--- src/rtl/pmic_regs_pkg.sv ---
package pmic_regs_pkg;
	// ========================================
	// Bus identity and framing
	// Target address on the serial bus; value is arbitrary
	localparam logic [6:0] DEV_ADDR      = 7'h2A;
	localparam logic [3:0] BYTE_BITS     = 4'h8;
	localparam int         SYNC_STAGES   = 3;

	// ========================================
	// Register offsets
	localparam logic [7:0] OFF_SHUTDOWN  = 8'h91;
	localparam logic [7:0] OFF_RAIL1_SLP = 8'h92;
	localparam logic [7:0] OFF_RAIL2_SLP = 8'h93;
	localparam logic [7:0] OFF_RAIL4_SEL = 8'h94;

	// ========================================
	// Field positions
	localparam int         FORCE_SHUTDOWN_BIT_BIT      = 0;
	localparam int         ENABLE_BIT    = 0;
	localparam int         CODE_LSB      = 1;
	localparam logic [7:0] SHUTDOWN_MASK = 8'h01;

	// ========================================
	// Reset values
	localparam logic [7:0] RST_SHUTDOWN  = 8'h00;
	localparam logic [7:0] RST_RAIL1_SLP = 8'h00;
	localparam logic [7:0] RST_RAIL2_SLP = 8'h00;
	localparam logic [7:0] RST_RAIL4_SEL = 8'h00;
	localparam logic [7:0] RD_UNMAPPED   = 8'h00;

	// ========================================
	// Factory sleep pin assignment: 0 = pin a, 1 = pin b
	localparam logic       RAIL1_PIN_SEL = 1'b0;
	localparam logic       RAIL2_PIN_SEL = 1'b1;
endpackage : pmic_regs_pkg

--- src/rtl/i2c_target_port.sv ---
`timescale 1ns/1ps
`default_nettype none
module i2c_target_port
	import pmic_regs_pkg::*;
(
	// Clock, enable, reset
	input  wire logic       i_clk_sys,
	input  wire logic       i_clk_en,
	input  wire logic       i_rst_n,
	// Bus pins
	input  wire logic       i_scl,
	input  wire logic       i_sda,
	output logic            o_sda_oe,
	// Register side
	output logic [7:0]      o_ptr,
	output logic [7:0]      o_wdata,
	output logic            o_wr,
	input  wire logic [7:0] i_rdata
);
	typedef enum logic [3:0] {
		st_idle, st_addr, st_addr_ack, st_ptr, st_ptr_ack,
		st_wr, st_wr_ack, st_rd, st_rd_ack
	} bus_state_type;

	bus_state_type              state_q;
	logic [SYNC_STAGES-1:0]     scl_s_q;
	logic [SYNC_STAGES-1:0]     sda_s_q;
	logic                       scl_q;
	logic                       sda_q;
	logic                       scl_prev_q;
	logic                       sda_prev_q;
	logic [7:0]                 shift_q;
	logic [3:0]                 cnt_q;
	logic                       nack_q;

	// ========================================
	// Edge and condition decode
	wire scl_rise  = scl_q & ~scl_prev_q;
	wire scl_fall  = ~scl_q & scl_prev_q;
	wire scl_high  = scl_q & scl_prev_q;
	wire start_det = scl_high & sda_prev_q & ~sda_q;
	wire stop_det  = scl_high & ~sda_prev_q & sda_q;
	wire byte_done = (cnt_q == BYTE_BITS);
	wire receiving = (state_q == st_addr) || (state_q == st_ptr) || (state_q == st_wr);
	// Shutdown write goes unanswered, the device drops off the bus
	wire refuse    = (o_ptr == OFF_SHUTDOWN) && shift_q[FORCE_SHUTDOWN_BIT_BIT];

	// ========================================
	// Pin synchronisers; level follows once stages two and three agree
	always_ff @(posedge i_clk_sys) begin
		if (!i_rst_n) begin
			scl_s_q <= '1;
			sda_s_q <= '1;
			scl_q   <= 1'b1;
			sda_q   <= 1'b1;
		end else if (i_clk_en) begin
			scl_s_q <= {scl_s_q[SYNC_STAGES-2:0], i_scl};
			sda_s_q <= {sda_s_q[SYNC_STAGES-2:0], i_sda};
			if (scl_s_q[1] == scl_s_q[2]) scl_q <= scl_s_q[2];
			if (sda_s_q[1] == sda_s_q[2]) sda_q <= sda_s_q[2];
		end
	end

	// ========================================
	// Byte engine: sample on rising clock, drive on falling clock
	always_ff @(posedge i_clk_sys) begin
		if (!i_rst_n) begin
			state_q    <= st_idle;
			scl_prev_q <= 1'b1;
			sda_prev_q <= 1'b1;
			shift_q    <= 8'h00;
			cnt_q      <= 4'h0;
			nack_q     <= 1'b0;
			o_sda_oe   <= 1'b0;
			o_ptr      <= 8'h00;
			o_wdata    <= 8'h00;
			o_wr       <= 1'b0;
		end else if (i_clk_en) begin
			scl_prev_q <= scl_q;
			sda_prev_q <= sda_q;
			o_wr       <= 1'b0;
			if (start_det) begin
				state_q  <= st_addr;
				cnt_q    <= 4'h0;
				o_sda_oe <= 1'b0;
			end else if (stop_det) begin
				state_q  <= st_idle;
				o_sda_oe <= 1'b0;
			end else if (scl_rise) begin
				if (receiving) begin
					shift_q <= {shift_q[6:0], sda_q};
					cnt_q   <= cnt_q + 4'h1;
				end else if (state_q == st_rd) begin
					cnt_q <= cnt_q + 4'h1;
				end else if (state_q == st_rd_ack) begin
					nack_q <= sda_q;
					if (!sda_q) o_ptr <= o_ptr + 8'h01;
				end
			end else if (scl_fall) begin
				case (state_q)
					st_addr: begin
						if (byte_done) begin
							if (shift_q[7:1] == DEV_ADDR) begin
								o_sda_oe <= 1'b1;
								state_q  <= st_addr_ack;
							end else begin
								state_q <= st_idle;
							end
						end
					end
					st_addr_ack: begin
						cnt_q <= 4'h0;
						if (shift_q[0]) begin
							shift_q  <= i_rdata;
							o_sda_oe <= ~i_rdata[7];
							state_q  <= st_rd;
						end else begin
							o_sda_oe <= 1'b0;
							state_q  <= st_ptr;
						end
					end
					st_ptr: begin
						if (byte_done) begin
							o_ptr    <= shift_q;
							o_sda_oe <= 1'b1;
							state_q  <= st_ptr_ack;
						end
					end
					st_wr: begin
						if (byte_done) begin
							o_wdata  <= shift_q;
							o_wr     <= 1'b1;
							o_sda_oe <= ~refuse;
							state_q  <= st_wr_ack;
						end
					end
					st_ptr_ack, st_wr_ack: begin
						if (state_q == st_wr_ack) o_ptr <= o_ptr + 8'h01;
						o_sda_oe <= 1'b0;
						cnt_q    <= 4'h0;
						state_q  <= st_wr;
					end
					st_rd: begin
						if (byte_done) begin
							o_sda_oe <= 1'b0;
							state_q  <= st_rd_ack;
						end else begin
							shift_q  <= {shift_q[6:0], 1'b0};
							o_sda_oe <= ~shift_q[6];
						end
					end
					st_rd_ack: begin
						cnt_q    <= 4'h0;
						shift_q  <= i_rdata;
						o_sda_oe <= ~nack_q & ~i_rdata[7];
						state_q  <= nack_q ? st_idle : st_rd;
					end
					default: state_q <= st_idle;
				endcase
			end
		end
	end
endmodule : i2c_target_port
`default_nettype wire

--- src/rtl/pmic_sleep_regs.sv ---
`timescale 1ns/1ps
`default_nettype none
// Summary of operation
// - Writing one to shutdown bit starts shutdown
// - Shutdown resets every register to defaults
// - Shutdown bit clears itself after one cycle
// - Shutdown write is left without acknowledge
// - Sleep registers hold 7-bit sleep codes
// - Sleep code uses the normal code mapping
// - Sleep disabled: rail uses normal code always
// - Sleep enabled: low pin selects sleep code
// - Each rail's sleep pin is factory fixed
// - Rail four register holds normal code
// - Decay bit zero: actively slew downward
// - Decay bit one: passive decay, no slew
module pmic_sleep_regs
	import pmic_regs_pkg::*;
(
	// Clock, enable, reset
	input  wire logic       i_clk_sys,
	input  wire logic       i_clk_en,
	input  wire logic       i_rst_n,
	// Serial bus pins
	input  wire logic       i_scl,
	input  wire logic       i_sda,
	output logic            o_sda_out,
	output logic            o_sda_oe,
	// Sleep control pins
	input  wire logic       i_sleep_pin_a,
	input  wire logic       i_sleep_pin_b,
	// Normal codes from the rest of the register map
	input  wire logic [6:0] i_rail1_normal_code,
	input  wire logic [6:0] i_rail2_normal_code,
	// Regulator controls
	output logic [6:0]      o_rail1_code,
	output logic [6:0]      o_rail2_code,
	output logic [6:0]      o_rail4_code,
	output logic            o_rail4_slew_down,
	output logic            o_rail4_passive_decay,
	output logic            o_emergency_shutdown
);
	logic [7:0]             ptr;
	logic [7:0]             wdata;
	logic                   wr;
	logic [7:0]             rd_data;
	logic                   force_shutdown_bit_q;
	logic [7:0]             rail1_slp_q;
	logic [7:0]             rail2_slp_q;
	logic [7:0]             rail4_sel_q;
	logic [6:0]             rail1_code_q;
	logic [6:0]             rail2_code_q;
	logic                   slew_q;
	logic                   decay_q;
	logic                   sda_out_q;
	logic [1:0]             pin_lvl_q;
	logic [SYNC_STAGES-1:0] pin_s_q [2];

	// ========================================
	// Code selection shared by both sleep rails
	function automatic logic [6:0] pick_code(input logic [7:0] slp,
			input logic pin_level, input logic [6:0] normal);
		// Same code mapping either way, so the code passes untranslated
		pick_code = (slp[ENABLE_BIT] && !pin_level) ? slp[7:CODE_LSB] : normal;
	endfunction : pick_code

	// ========================================
	// Internal reset: external reset or one-cycle shutdown pulse
	wire dev_rst_n = i_rst_n & ~force_shutdown_bit_q;

	// Register decode
	wire hit_sd = (ptr == OFF_SHUTDOWN);
	wire hit_r1 = (ptr == OFF_RAIL1_SLP);
	wire hit_r2 = (ptr == OFF_RAIL2_SLP);
	wire hit_r4 = (ptr == OFF_RAIL4_SEL);
	wire sd_go  = wr && hit_sd && wdata[FORCE_SHUTDOWN_BIT_BIT];
	wire r4_low = (wdata[7:CODE_LSB] < rail4_sel_q[7:CODE_LSB]);

	// Read mux; unmapped offsets read zero
	assign rd_data = hit_sd ? {7'h00, force_shutdown_bit_q} :
		hit_r1 ? rail1_slp_q :
		hit_r2 ? rail2_slp_q :
		hit_r4 ? rail4_sel_q : RD_UNMAPPED;

	// Outputs straight from flops
	assign o_sda_out             = sda_out_q;
	assign o_emergency_shutdown  = force_shutdown_bit_q;
	assign o_rail1_code          = rail1_code_q;
	assign o_rail2_code          = rail2_code_q;
	assign o_rail4_code          = rail4_sel_q[7:CODE_LSB];
	assign o_rail4_slew_down     = slew_q;
	assign o_rail4_passive_decay = decay_q;

	// ========================================
	// Serial target port, held in reset during shutdown too
	i2c_target_port u_port (
		.i_clk_sys (i_clk_sys),
		.i_clk_en  (i_clk_en),
		.i_rst_n   (dev_rst_n),
		.i_scl     (i_scl),
		.i_sda     (i_sda),
		.o_sda_oe  (o_sda_oe),
		.o_ptr     (ptr),
		.o_wdata   (wdata),
		.o_wr      (wr),
		.i_rdata   (rd_data)
	);

	// ========================================
	// Sleep pin synchronisers, one per pin
	for (genvar g = 0; g < 2; g++) begin : g_pin
		wire raw = (g == 0) ? i_sleep_pin_a : i_sleep_pin_b;
		always_ff @(posedge i_clk_sys) begin
			if (!dev_rst_n) begin
				pin_s_q[g]   <= '1;
				pin_lvl_q[g] <= 1'b1;
			end else if (i_clk_en) begin
				pin_s_q[g] <= {pin_s_q[g][SYNC_STAGES-2:0], raw};
				if (pin_s_q[g][1] == pin_s_q[g][2]) pin_lvl_q[g] <= pin_s_q[g][2];
			end
		end
	end

	// ========================================
	// Shutdown bit: lives one cycle, then its own reset clears it
	always_ff @(posedge i_clk_sys) begin
		if (!dev_rst_n) begin
			force_shutdown_bit_q    <= RST_SHUTDOWN[FORCE_SHUTDOWN_BIT_BIT];
			sda_out_q <= 1'b0;
		end else if (i_clk_en && sd_go) begin
			force_shutdown_bit_q <= 1'b1;
		end
	end

	// ========================================
	// Writable registers; a zero shutdown write touches nothing
	always_ff @(posedge i_clk_sys) begin
		if (!dev_rst_n) begin
			rail1_slp_q <= RST_RAIL1_SLP;
			rail2_slp_q <= RST_RAIL2_SLP;
			rail4_sel_q <= RST_RAIL4_SEL;
			slew_q      <= 1'b0;
			decay_q     <= 1'b0;
		end else if (i_clk_en && wr) begin
			if (hit_r1) begin
				rail1_slp_q <= wdata;
			end else if (hit_r2) begin
				rail2_slp_q <= wdata;
			end else if (hit_r4) begin
				rail4_sel_q <= wdata;
				slew_q      <= r4_low && !wdata[ENABLE_BIT];
				decay_q     <= r4_low && wdata[ENABLE_BIT];
			end
		end
	end

	// ========================================
	// Rail code selection; pin choice is fixed, not in any register
	always_ff @(posedge i_clk_sys) begin
		if (!dev_rst_n) begin
			rail1_code_q <= 7'h00;
			rail2_code_q <= 7'h00;
		end else if (i_clk_en) begin
			rail1_code_q <= pick_code(rail1_slp_q, pin_lvl_q[RAIL1_PIN_SEL],
				i_rail1_normal_code);
			rail2_code_q <= pick_code(rail2_slp_q, pin_lvl_q[RAIL2_PIN_SEL],
				i_rail2_normal_code);
		end
	end
endmodule : pmic_sleep_regs
`default_nettype wire

--- config.mk ---
export PLATFORM = sky130hd
export DESIGN_NAME = pmic_sleep_regs
export DESIGN_NICKNAME = d
export VERILOG_FILES = /design/src/rtl/pmic_regs_pkg.sv /design/src/rtl/i2c_target_port.sv /design/src/rtl/pmic_sleep_regs.sv
export SDC_FILE = /design/constraint.sdc
export NUM_CORES = 1
export LEC_CHECK = 0
export BUFFER_PORTS_ARGS = -buffer_cell sky130_fd_sc_hd__buf_4
export CAP_MARGIN = 10
export CORE_MARGIN = 5
export CORE_UTILIZATION = 58
export CTS_BUF_LIST = sky130_fd_sc_hd__clkbuf_4 sky130_fd_sc_hd__clkbuf_8 sky130_fd_sc_hd__clkbuf_16
export CTS_CLUSTER_DIAMETER = 150
export DETAILED_ROUTE_END_ITERATION = 6
export PLACE_DENSITY = 0.86
export SLEW_MARGIN = 40
export SYNTH_ARGS = -nofsm -noshare
export SYNTH_HDL_FRONTEND = slang
export SYNTH_SLANG_ARGS = --single-unit
--- constraint.sdc ---
create_clock -name i_clk_sys -period 2.75 [get_ports i_clk_sys]
set_clock_uncertainty 0.2 [all_clocks]
set_input_delay 0.55 -clock i_clk_sys [delete_from_list [all_inputs] [get_ports i_clk_sys]]
set_output_delay 0.55 -clock i_clk_sys [all_outputs]
set_load 0.02 [all_outputs]
# Yosys cells after proc, flatten, opt, wreduce, memory -nomap -nowiden
# Memory sizes are Yosys's and may differ from the RTL's.
# Index checks and enable logic that the tools add are counted.
dict set report totals {
  input_bits 21
  out_inout_bits 26
  elab_cells 192
  mem_bits_rw 6
  rom_bits 0
  latchBits 0
  mem_count 1
  regBits 88
}
dict set report classes {
  mul 0
  n_addsub 2
  n_reduce_logical 38
  mux 63
  eq_ne 35
  n_shift 0
  bitwise 27
  n_div 0
  n_lt_le_gt_ge 1
}
# memory depth word_bits rd rd_clocked_by_memory_dff wr line_no
set mem_list {}
lappend mem_list {pin_s_q 2 3 2 0 2 pmic_sleep_regs.sv:56} ;# logic [SYNC_STAGES-1:0] pin_s_q [2];
# op n
set op_table {}
lappend op_table {{2-to-1 mux 8 bit} 17}
lappend op_table {{2-to-1 mux 4 bit} 15}
lappend op_table {{== test 8 bit, second input constant} 4}
lappend op_table {{one-hot mux 4 bit (7 select lines)} 1}
lappend op_table {{AND reduction 7 bit} 4}
lappend op_table {{one-hot mux 8 bit (3 select lines)} 1}
lappend op_table {{2-to-1 mux 1 bit} 20}
lappend op_table {{== test 4 x 3 -> 1 bit, second input constant} 4}
lappend op_table {{inequality test 4 x 1 -> 1 bit, second input constant} 4}
lappend op_table {{inverter 1 bit} 16}
lappend op_table {{one-hot mux 8 bit (2 select lines)} 1}
lappend op_table {{AND reduction 8 bit} 2}
lappend op_table {{2-to-1 mux 7 bit} 2}
lappend op_table {{2-to-1 mux 3 bit} 4}
lappend op_table {{nonzero test 3 bit} 4}
lappend op_table {{AND reduction 11 bit} 1}
lappend op_table {{inequality test 2 bit, second input constant} 5}
lappend op_table {{AND reduction 2 bit} 5}
lappend op_table {{bitwise AND 1 bit} 9}
lappend op_table {{logical AND 1 bit} 9}
lappend op_table {{inequality test 3 x 1 -> 1 bit, second input constant} 3}
lappend op_table {{nonzero test 9 bit} 1}
lappend op_table {{adder 8 x 1 -> 8 bit, second input constant} 1}
lappend op_table {{== test 4 x 2 -> 1 bit, second input constant} 2}
lappend op_table {{other kinds (23)} 31}

# Depth between registers and ports, before layout
dict set report depth {
  ltp_word 12
  depth_mapped 9
  ltp_nobuf 7
}

# By module
# From an unflattened synthesis, not the netlist that was laid out.
dict set report unflattened {
  hier_cells 568
  hier_area_um2 5121.2
}
# mod area_each_um2 seq_area_each_um2 cells_per_inst instances
set modules_own_cells {}
lappend modules_own_cells {i2c_target_port 2708.8 900.9 318 1}
lappend modules_own_cells {pmic_sleep_regs 2412.3 1041.0 250 1}

# Least setup slack after synthesis
# No wires, ideal clock.
dict set report synth_timing {
  kind {reg2reg}
  startpoint {reg u_port.scl_q}
  endpoint {reg u_port.shift_q[5]}
  path_slack_ns 0.533
  path_buffers 1
  period_less_slack_ns 2.217
  setup_time_ns 0.136
  arrival_ns 1.881
  stages_incl_launch_ff 8
  t_required_ns 2.414
  path_cell_list {dfxtp_1 -> ha_1 -> clkbuf_1 -> and3b_1 -> nand2_1 -> a221o_1 -> a2111oi_0 -> a211oi_1}
}
dict set report synth_via {
  elab_chain_cells 5
  word_cells_on_any_way 17
  cone_classes {3 x eq/ne; 1 x mux; 10 x bitwise; 3 x reduce/logical}
}
# item line_no
set synth_rtl {}
lappend synth_rtl {{start: declaration} i2c_target_port.sv:28} ;# logic scl_q;
lappend synth_rtl {{start signal: assignment} i2c_target_port.sv:59} ;# if (scl_s_q[1] == scl_s_q[2]) scl_q <= scl_s_q[2];
lappend synth_rtl {{bitwise AND 1 bit} i2c_target_port.sv:40} ;# wire scl_high = scl_q & scl_prev_q;
lappend synth_rtl {{bitwise AND 1 bit, on equally long branches (2 in series)} {i2c_target_port.sv:41, i2c_target_port.sv:42}}
lappend synth_rtl {{inverter 1 bit (no line)} --}
lappend synth_rtl {{AND reduction 8 bit (no line)} --}
lappend synth_rtl {{end signal: assignment} i2c_target_port.sv:91} ;# shift_q <= {shift_q[6:0], sda_q};
lappend synth_rtl {{end signal: assignment} i2c_target_port.sv:114} ;# shift_q <= i_rdata;
lappend synth_rtl {{end signal: assignment} i2c_target_port.sv:148} ;# shift_q <= {shift_q[6:0], 1'b0};
lappend synth_rtl {{end: declaration} i2c_target_port.sv:32} ;# logic [7:0] shift_q;
# Several ways; a longest one is shown, not always the timed one.
# A chain may end at the register's enable or synchronous reset.

# Final worst setup path
dict set report layout_timing {
  startpoint {reg u_port.scl_prev_q}
  endpoint {reg u_port.o_ptr[7]}
}
dict set report layout_via {
  elab_chain_cells 5
  word_cells_on_any_way 20
  cone_classes {6 x eq/ne; 1 x mux; 10 x bitwise; 3 x reduce/logical}
}
# item line_no
set layout_rtl {}
lappend layout_rtl {{start: declaration} i2c_target_port.sv:30} ;# logic scl_prev_q;
lappend layout_rtl {{start signal: assignment} i2c_target_port.sv:79} ;# scl_prev_q <= scl_q;
lappend layout_rtl {{bitwise AND 1 bit} i2c_target_port.sv:40}
lappend layout_rtl {{bitwise AND 1 bit, on equally long branches (2 in series)} {i2c_target_port.sv:41, i2c_target_port.sv:42}}
lappend layout_rtl {{inverter 1 bit (no line)} --}
lappend layout_rtl {{AND reduction 11 bit (no line)} --}
lappend layout_rtl {{end signal: assignment} i2c_target_port.sv:97} ;# if (!sda_q) o_ptr <= o_ptr + 8'h01;
lappend layout_rtl {{end signal: assignment} i2c_target_port.sv:124} ;# o_ptr <= shift_q;
lappend layout_rtl {{end signal: assignment} i2c_target_port.sv:138} ;# if (state_q == st_wr_ack) o_ptr <= o_ptr + 8'h01;
lappend layout_rtl {{end: declaration} i2c_target_port.sv:15} ;# output logic [7:0] o_ptr,
# Several ways; a longest one is shown, not always the timed one.

==> flow_metrics.env <==
export IMPL_status="complete, no violations"
export IMPL_cts_setup_buffers=0
export IMPL_cts_resized=0
export IMPL_cts_sinks=94
export IMPL_fin_setup_tns_ps=0
export IMPL_yosys_area_share_adder_pct=3.67
export IMPL_drc_errors=0
export IMPL_ios=47
export IMPL_place_gp_congestion=0.949
export IMPL_core_mm2=0.00868
export IMPL_gr_total_overflow=0
export IMPL_area_growth_pct=11.6
export IMPL_io_buffers=45
export IMPL_drv_slew=0
export IMPL_worstHoldPathType="input pin to register"
export IMPL_avgSynthCellArea_um2=8.67
export IMPL_synth_cell_types=67
export IMPL_cts_buffer_depth=2
export IMPL_post_place_ws_ps=240
export IMPL_wire_per_inst_um=18.2
export IMPL_leakage_nw=2.17
export IMPL_period_needed_ps=2550
export IMPL_maxCapViolCount=0
export IMPL_total_power_mw=2.55
export IMPL_drive_gt1_share_pct=16.9
export IMPL_critPathKind="register to register"
export IMPL_worst_pin_slew_ps=678
export IMPL_synth_ff_type="dfxtp_1"
export IMPL_ys_seq_area_share_pct=38.0
export IMPL_clk_pin_slew_ps=100
export IMPL_antenna_found_initial=0
export IMPL_grt_pass1_wl_mm=21.1
export IMPL_cts_tree="done"
export IMPL_start_util_pct=59.0
export IMPL_endpoint_kind="register"
export IMPL_die_area_mm2=0.0108
export IMPL_worstPathRequired_ps=2810
export IMPL_cp_arrival_ps=2610
export IMPL_grt_max_degree=47
export IMPL_syn_area_mm2=0.00512
export IMPL_fmax_mhz=393
export IMPL_die_h_um=104
export IMPL_synthArstFlopShare_pct=0
export IMPL_setup_violations_final=0
export IMPL_synth_edf_count=6
export IMPL_synth_fp_nets=626
export IMPL_netlist_instances=590
export IMPL_slew_headroom_pct=54.7
export IMPL_synth_top_family_by_area="simple AND/OR/NAND/NOR gates"
export IMPL_grt_pass1_vias=4340
export IMPL_cp_max_fo=14
export IMPL_vdd_drop_max_uv=360
export IMPL_final_nets=652
export IMPL_cts_htree_levels=3
export IMPL_vias=4644
export IMPL_min_period_over_period_pct=92.6
export IMPL_viasPerCell=6.37
export IMPL_numCtsBuffers=9
export IMPL_gr_usage_all_layers_pct=23.5
export IMPL_drt_iter0_markers=405
export IMPL_num_rows=34
export IMPL_synth_xor_area_share_pct=0.171
export IMPL_synth_seq_cells=94
export IMPL_drt_total_wl_mm=13.3
export IMPL_cts_root_buf="clkbuf_8"
export IMPL_yosys_area_share_simple_pct=20.2
export IMPL_num_antenna_cells=0
export IMPL_insertion_delay_ps=360
export IMPL_hold_viol=0
export IMPL_ctsHoldBuffers=0
export IMPL_rsz0062_at_grt="no"
export IMPL_first_pass_iters=5
export IMPL_ys_warn_count=0
export IMPL_drtAntennaViolNets=0
export IMPL_start_kind="register"
export IMPL_die_w_um=104
export IMPL_hpwlAfterDp_mm=9.66
export IMPL_p_per_area_mw_per_mm2=446
export IMPL_synth_compound_area_share_pct=20.2
export IMPL_worst_slack_ps=203
export IMPL_synthMuxAreaShare_pct=11.4
report_power, final:
group | internal [mW] | switching (mW)
clock network | 0.433 | 0.536
registers | 1.39 | 0.0115
logic | 0.0680 | 0.104
worst max-delay path, stage by stage, from the launching register on:
cell and delay (ps):
dfxtp_1 380, inv_1 80, ha_1 300, buf_4 210, o41ai_1 420, o2111a_2 430, o21ai_0 150, a31o_2 280
registers in the layout, summed over array words and instances, names as in the netlist, 2 cells and up:
register / count
u_port.cnt_q: 4
u_port.scl_s_q: 3
rail2_slp_q: 8
u_port.o_wdata: 8
u_port.shift_q: 8
o_rail2_code: 7
o_rail1_code: 7
rail4_sel_q: 8
pin_s_q: 6
rail1_slp_q: 8
u_port.state_q: 4
u_port.o_ptr: 8
pin_lvl_q: 2
u_port.sda_s_q: 3
through the flow:
step	instance area [µm²]	instances	util, %	hold slack, ps
finish	5710	729	65.8	200
global route	5710	729	65.8	196
CTS	5710	729	65.8	188
detailed placement	5500	713	63.4	264
global placement	5500	713	63.4	256
floorplan	5120	590	-	237
layer usage:
layer | routed length (µm) | up-vias | GRT usage (%) | share of wire, %
met5 | 0 | - | 0 | 0
met3 | 892 | 35 | 4.53 | 6.7
met1 | 5600 | 2226 | 30.1 | 42
li1 | - | 2191 | - | -
met2 | 6460 | 192 | 39.6 | 49
met4 | 326 | 0 | 7.96 | 2.5
final timing paths:
kind | startpoint | to | slack (ps) | cells past startpoint
min | i_scl | u_port.scl_s_q[0] | 200 | 3
min reg2reg | u_port.sda_s_q[0] | u_port.sda_s_q[0] | 280 | 2
max reg2reg | u_port.scl_prev_q | u_port.o_ptr[7] | 200 | 7
max | u_port.scl_prev_q | u_port.o_ptr[7] | 200 | 7
layout by cell type (no fill, tap or decap), types with 4 or more instances in the layout:
cell type	synthesis	final
ha_1	15	15
a311oi_1	5	5
nand2_1	45	44
a21o_1	5	5
nor2b_1	6	5
edfxtp_1	6	6
a31oi_1	5	5
nand2b_1	14	14
nor4_1	7	6
nor3_1	12	12
o21ai_0	21	21
or4_1	4	4
mux2i_1	57	57
dfxtp_1	88	88
nand3b_1	9	9
a211oi_1	22	22
nand3_1	14	14
clkbuf_8	0	9
a31o_2	6	6
nor2_1	63	63
o2111ai_1	4	4
a2111oi_0	5	5
or2_2	7	7
buf_4	9	63
o211ai_1	6	6
o31ai_1	6	6
a21oi_1	30	30
inv_1	23	23
synthesized netlist by cell type, drive strengths merged (7+ instances only):
library cell,instances,area (µm²)
a211oi,22,165
nand2b,14,87.6
clkbuf,22,82.6
nand2,45,169
inv,23,86.3
mux2i,57,571
a21oi,30,150
nor2,64,243
o21ai,21,105
nand3,14,70.1
or2,8,50.1
nand3b,9,67.6
nor3,12,60.1
nor4,7,43.8
buf,26,153
ha,15,188
dfxtp,88,1760
logic make-up (layout without fill, tap and decap cells):
group           after synthesis  after routing
simple gates                206            206
compound gates              144            144
flops                        94             94
buf+inv                      71            102
mux                          58             58
fa+ha+maj                    15             15
other cells                   1              1
xor+xnor                      1              1
area by class of cell:
cell class,instances,area [µm²]
Tap cell,108,135
Sequential cell,94,1940
Clock inverter,7,85.1
Fill cell,709,2970
Clock buffer,9,124
Multi-Input combinational cell,425,2860
Inverter,23,86.3
Timing Repair Buffer,63,473
Power figures use the tool's default switching activity.
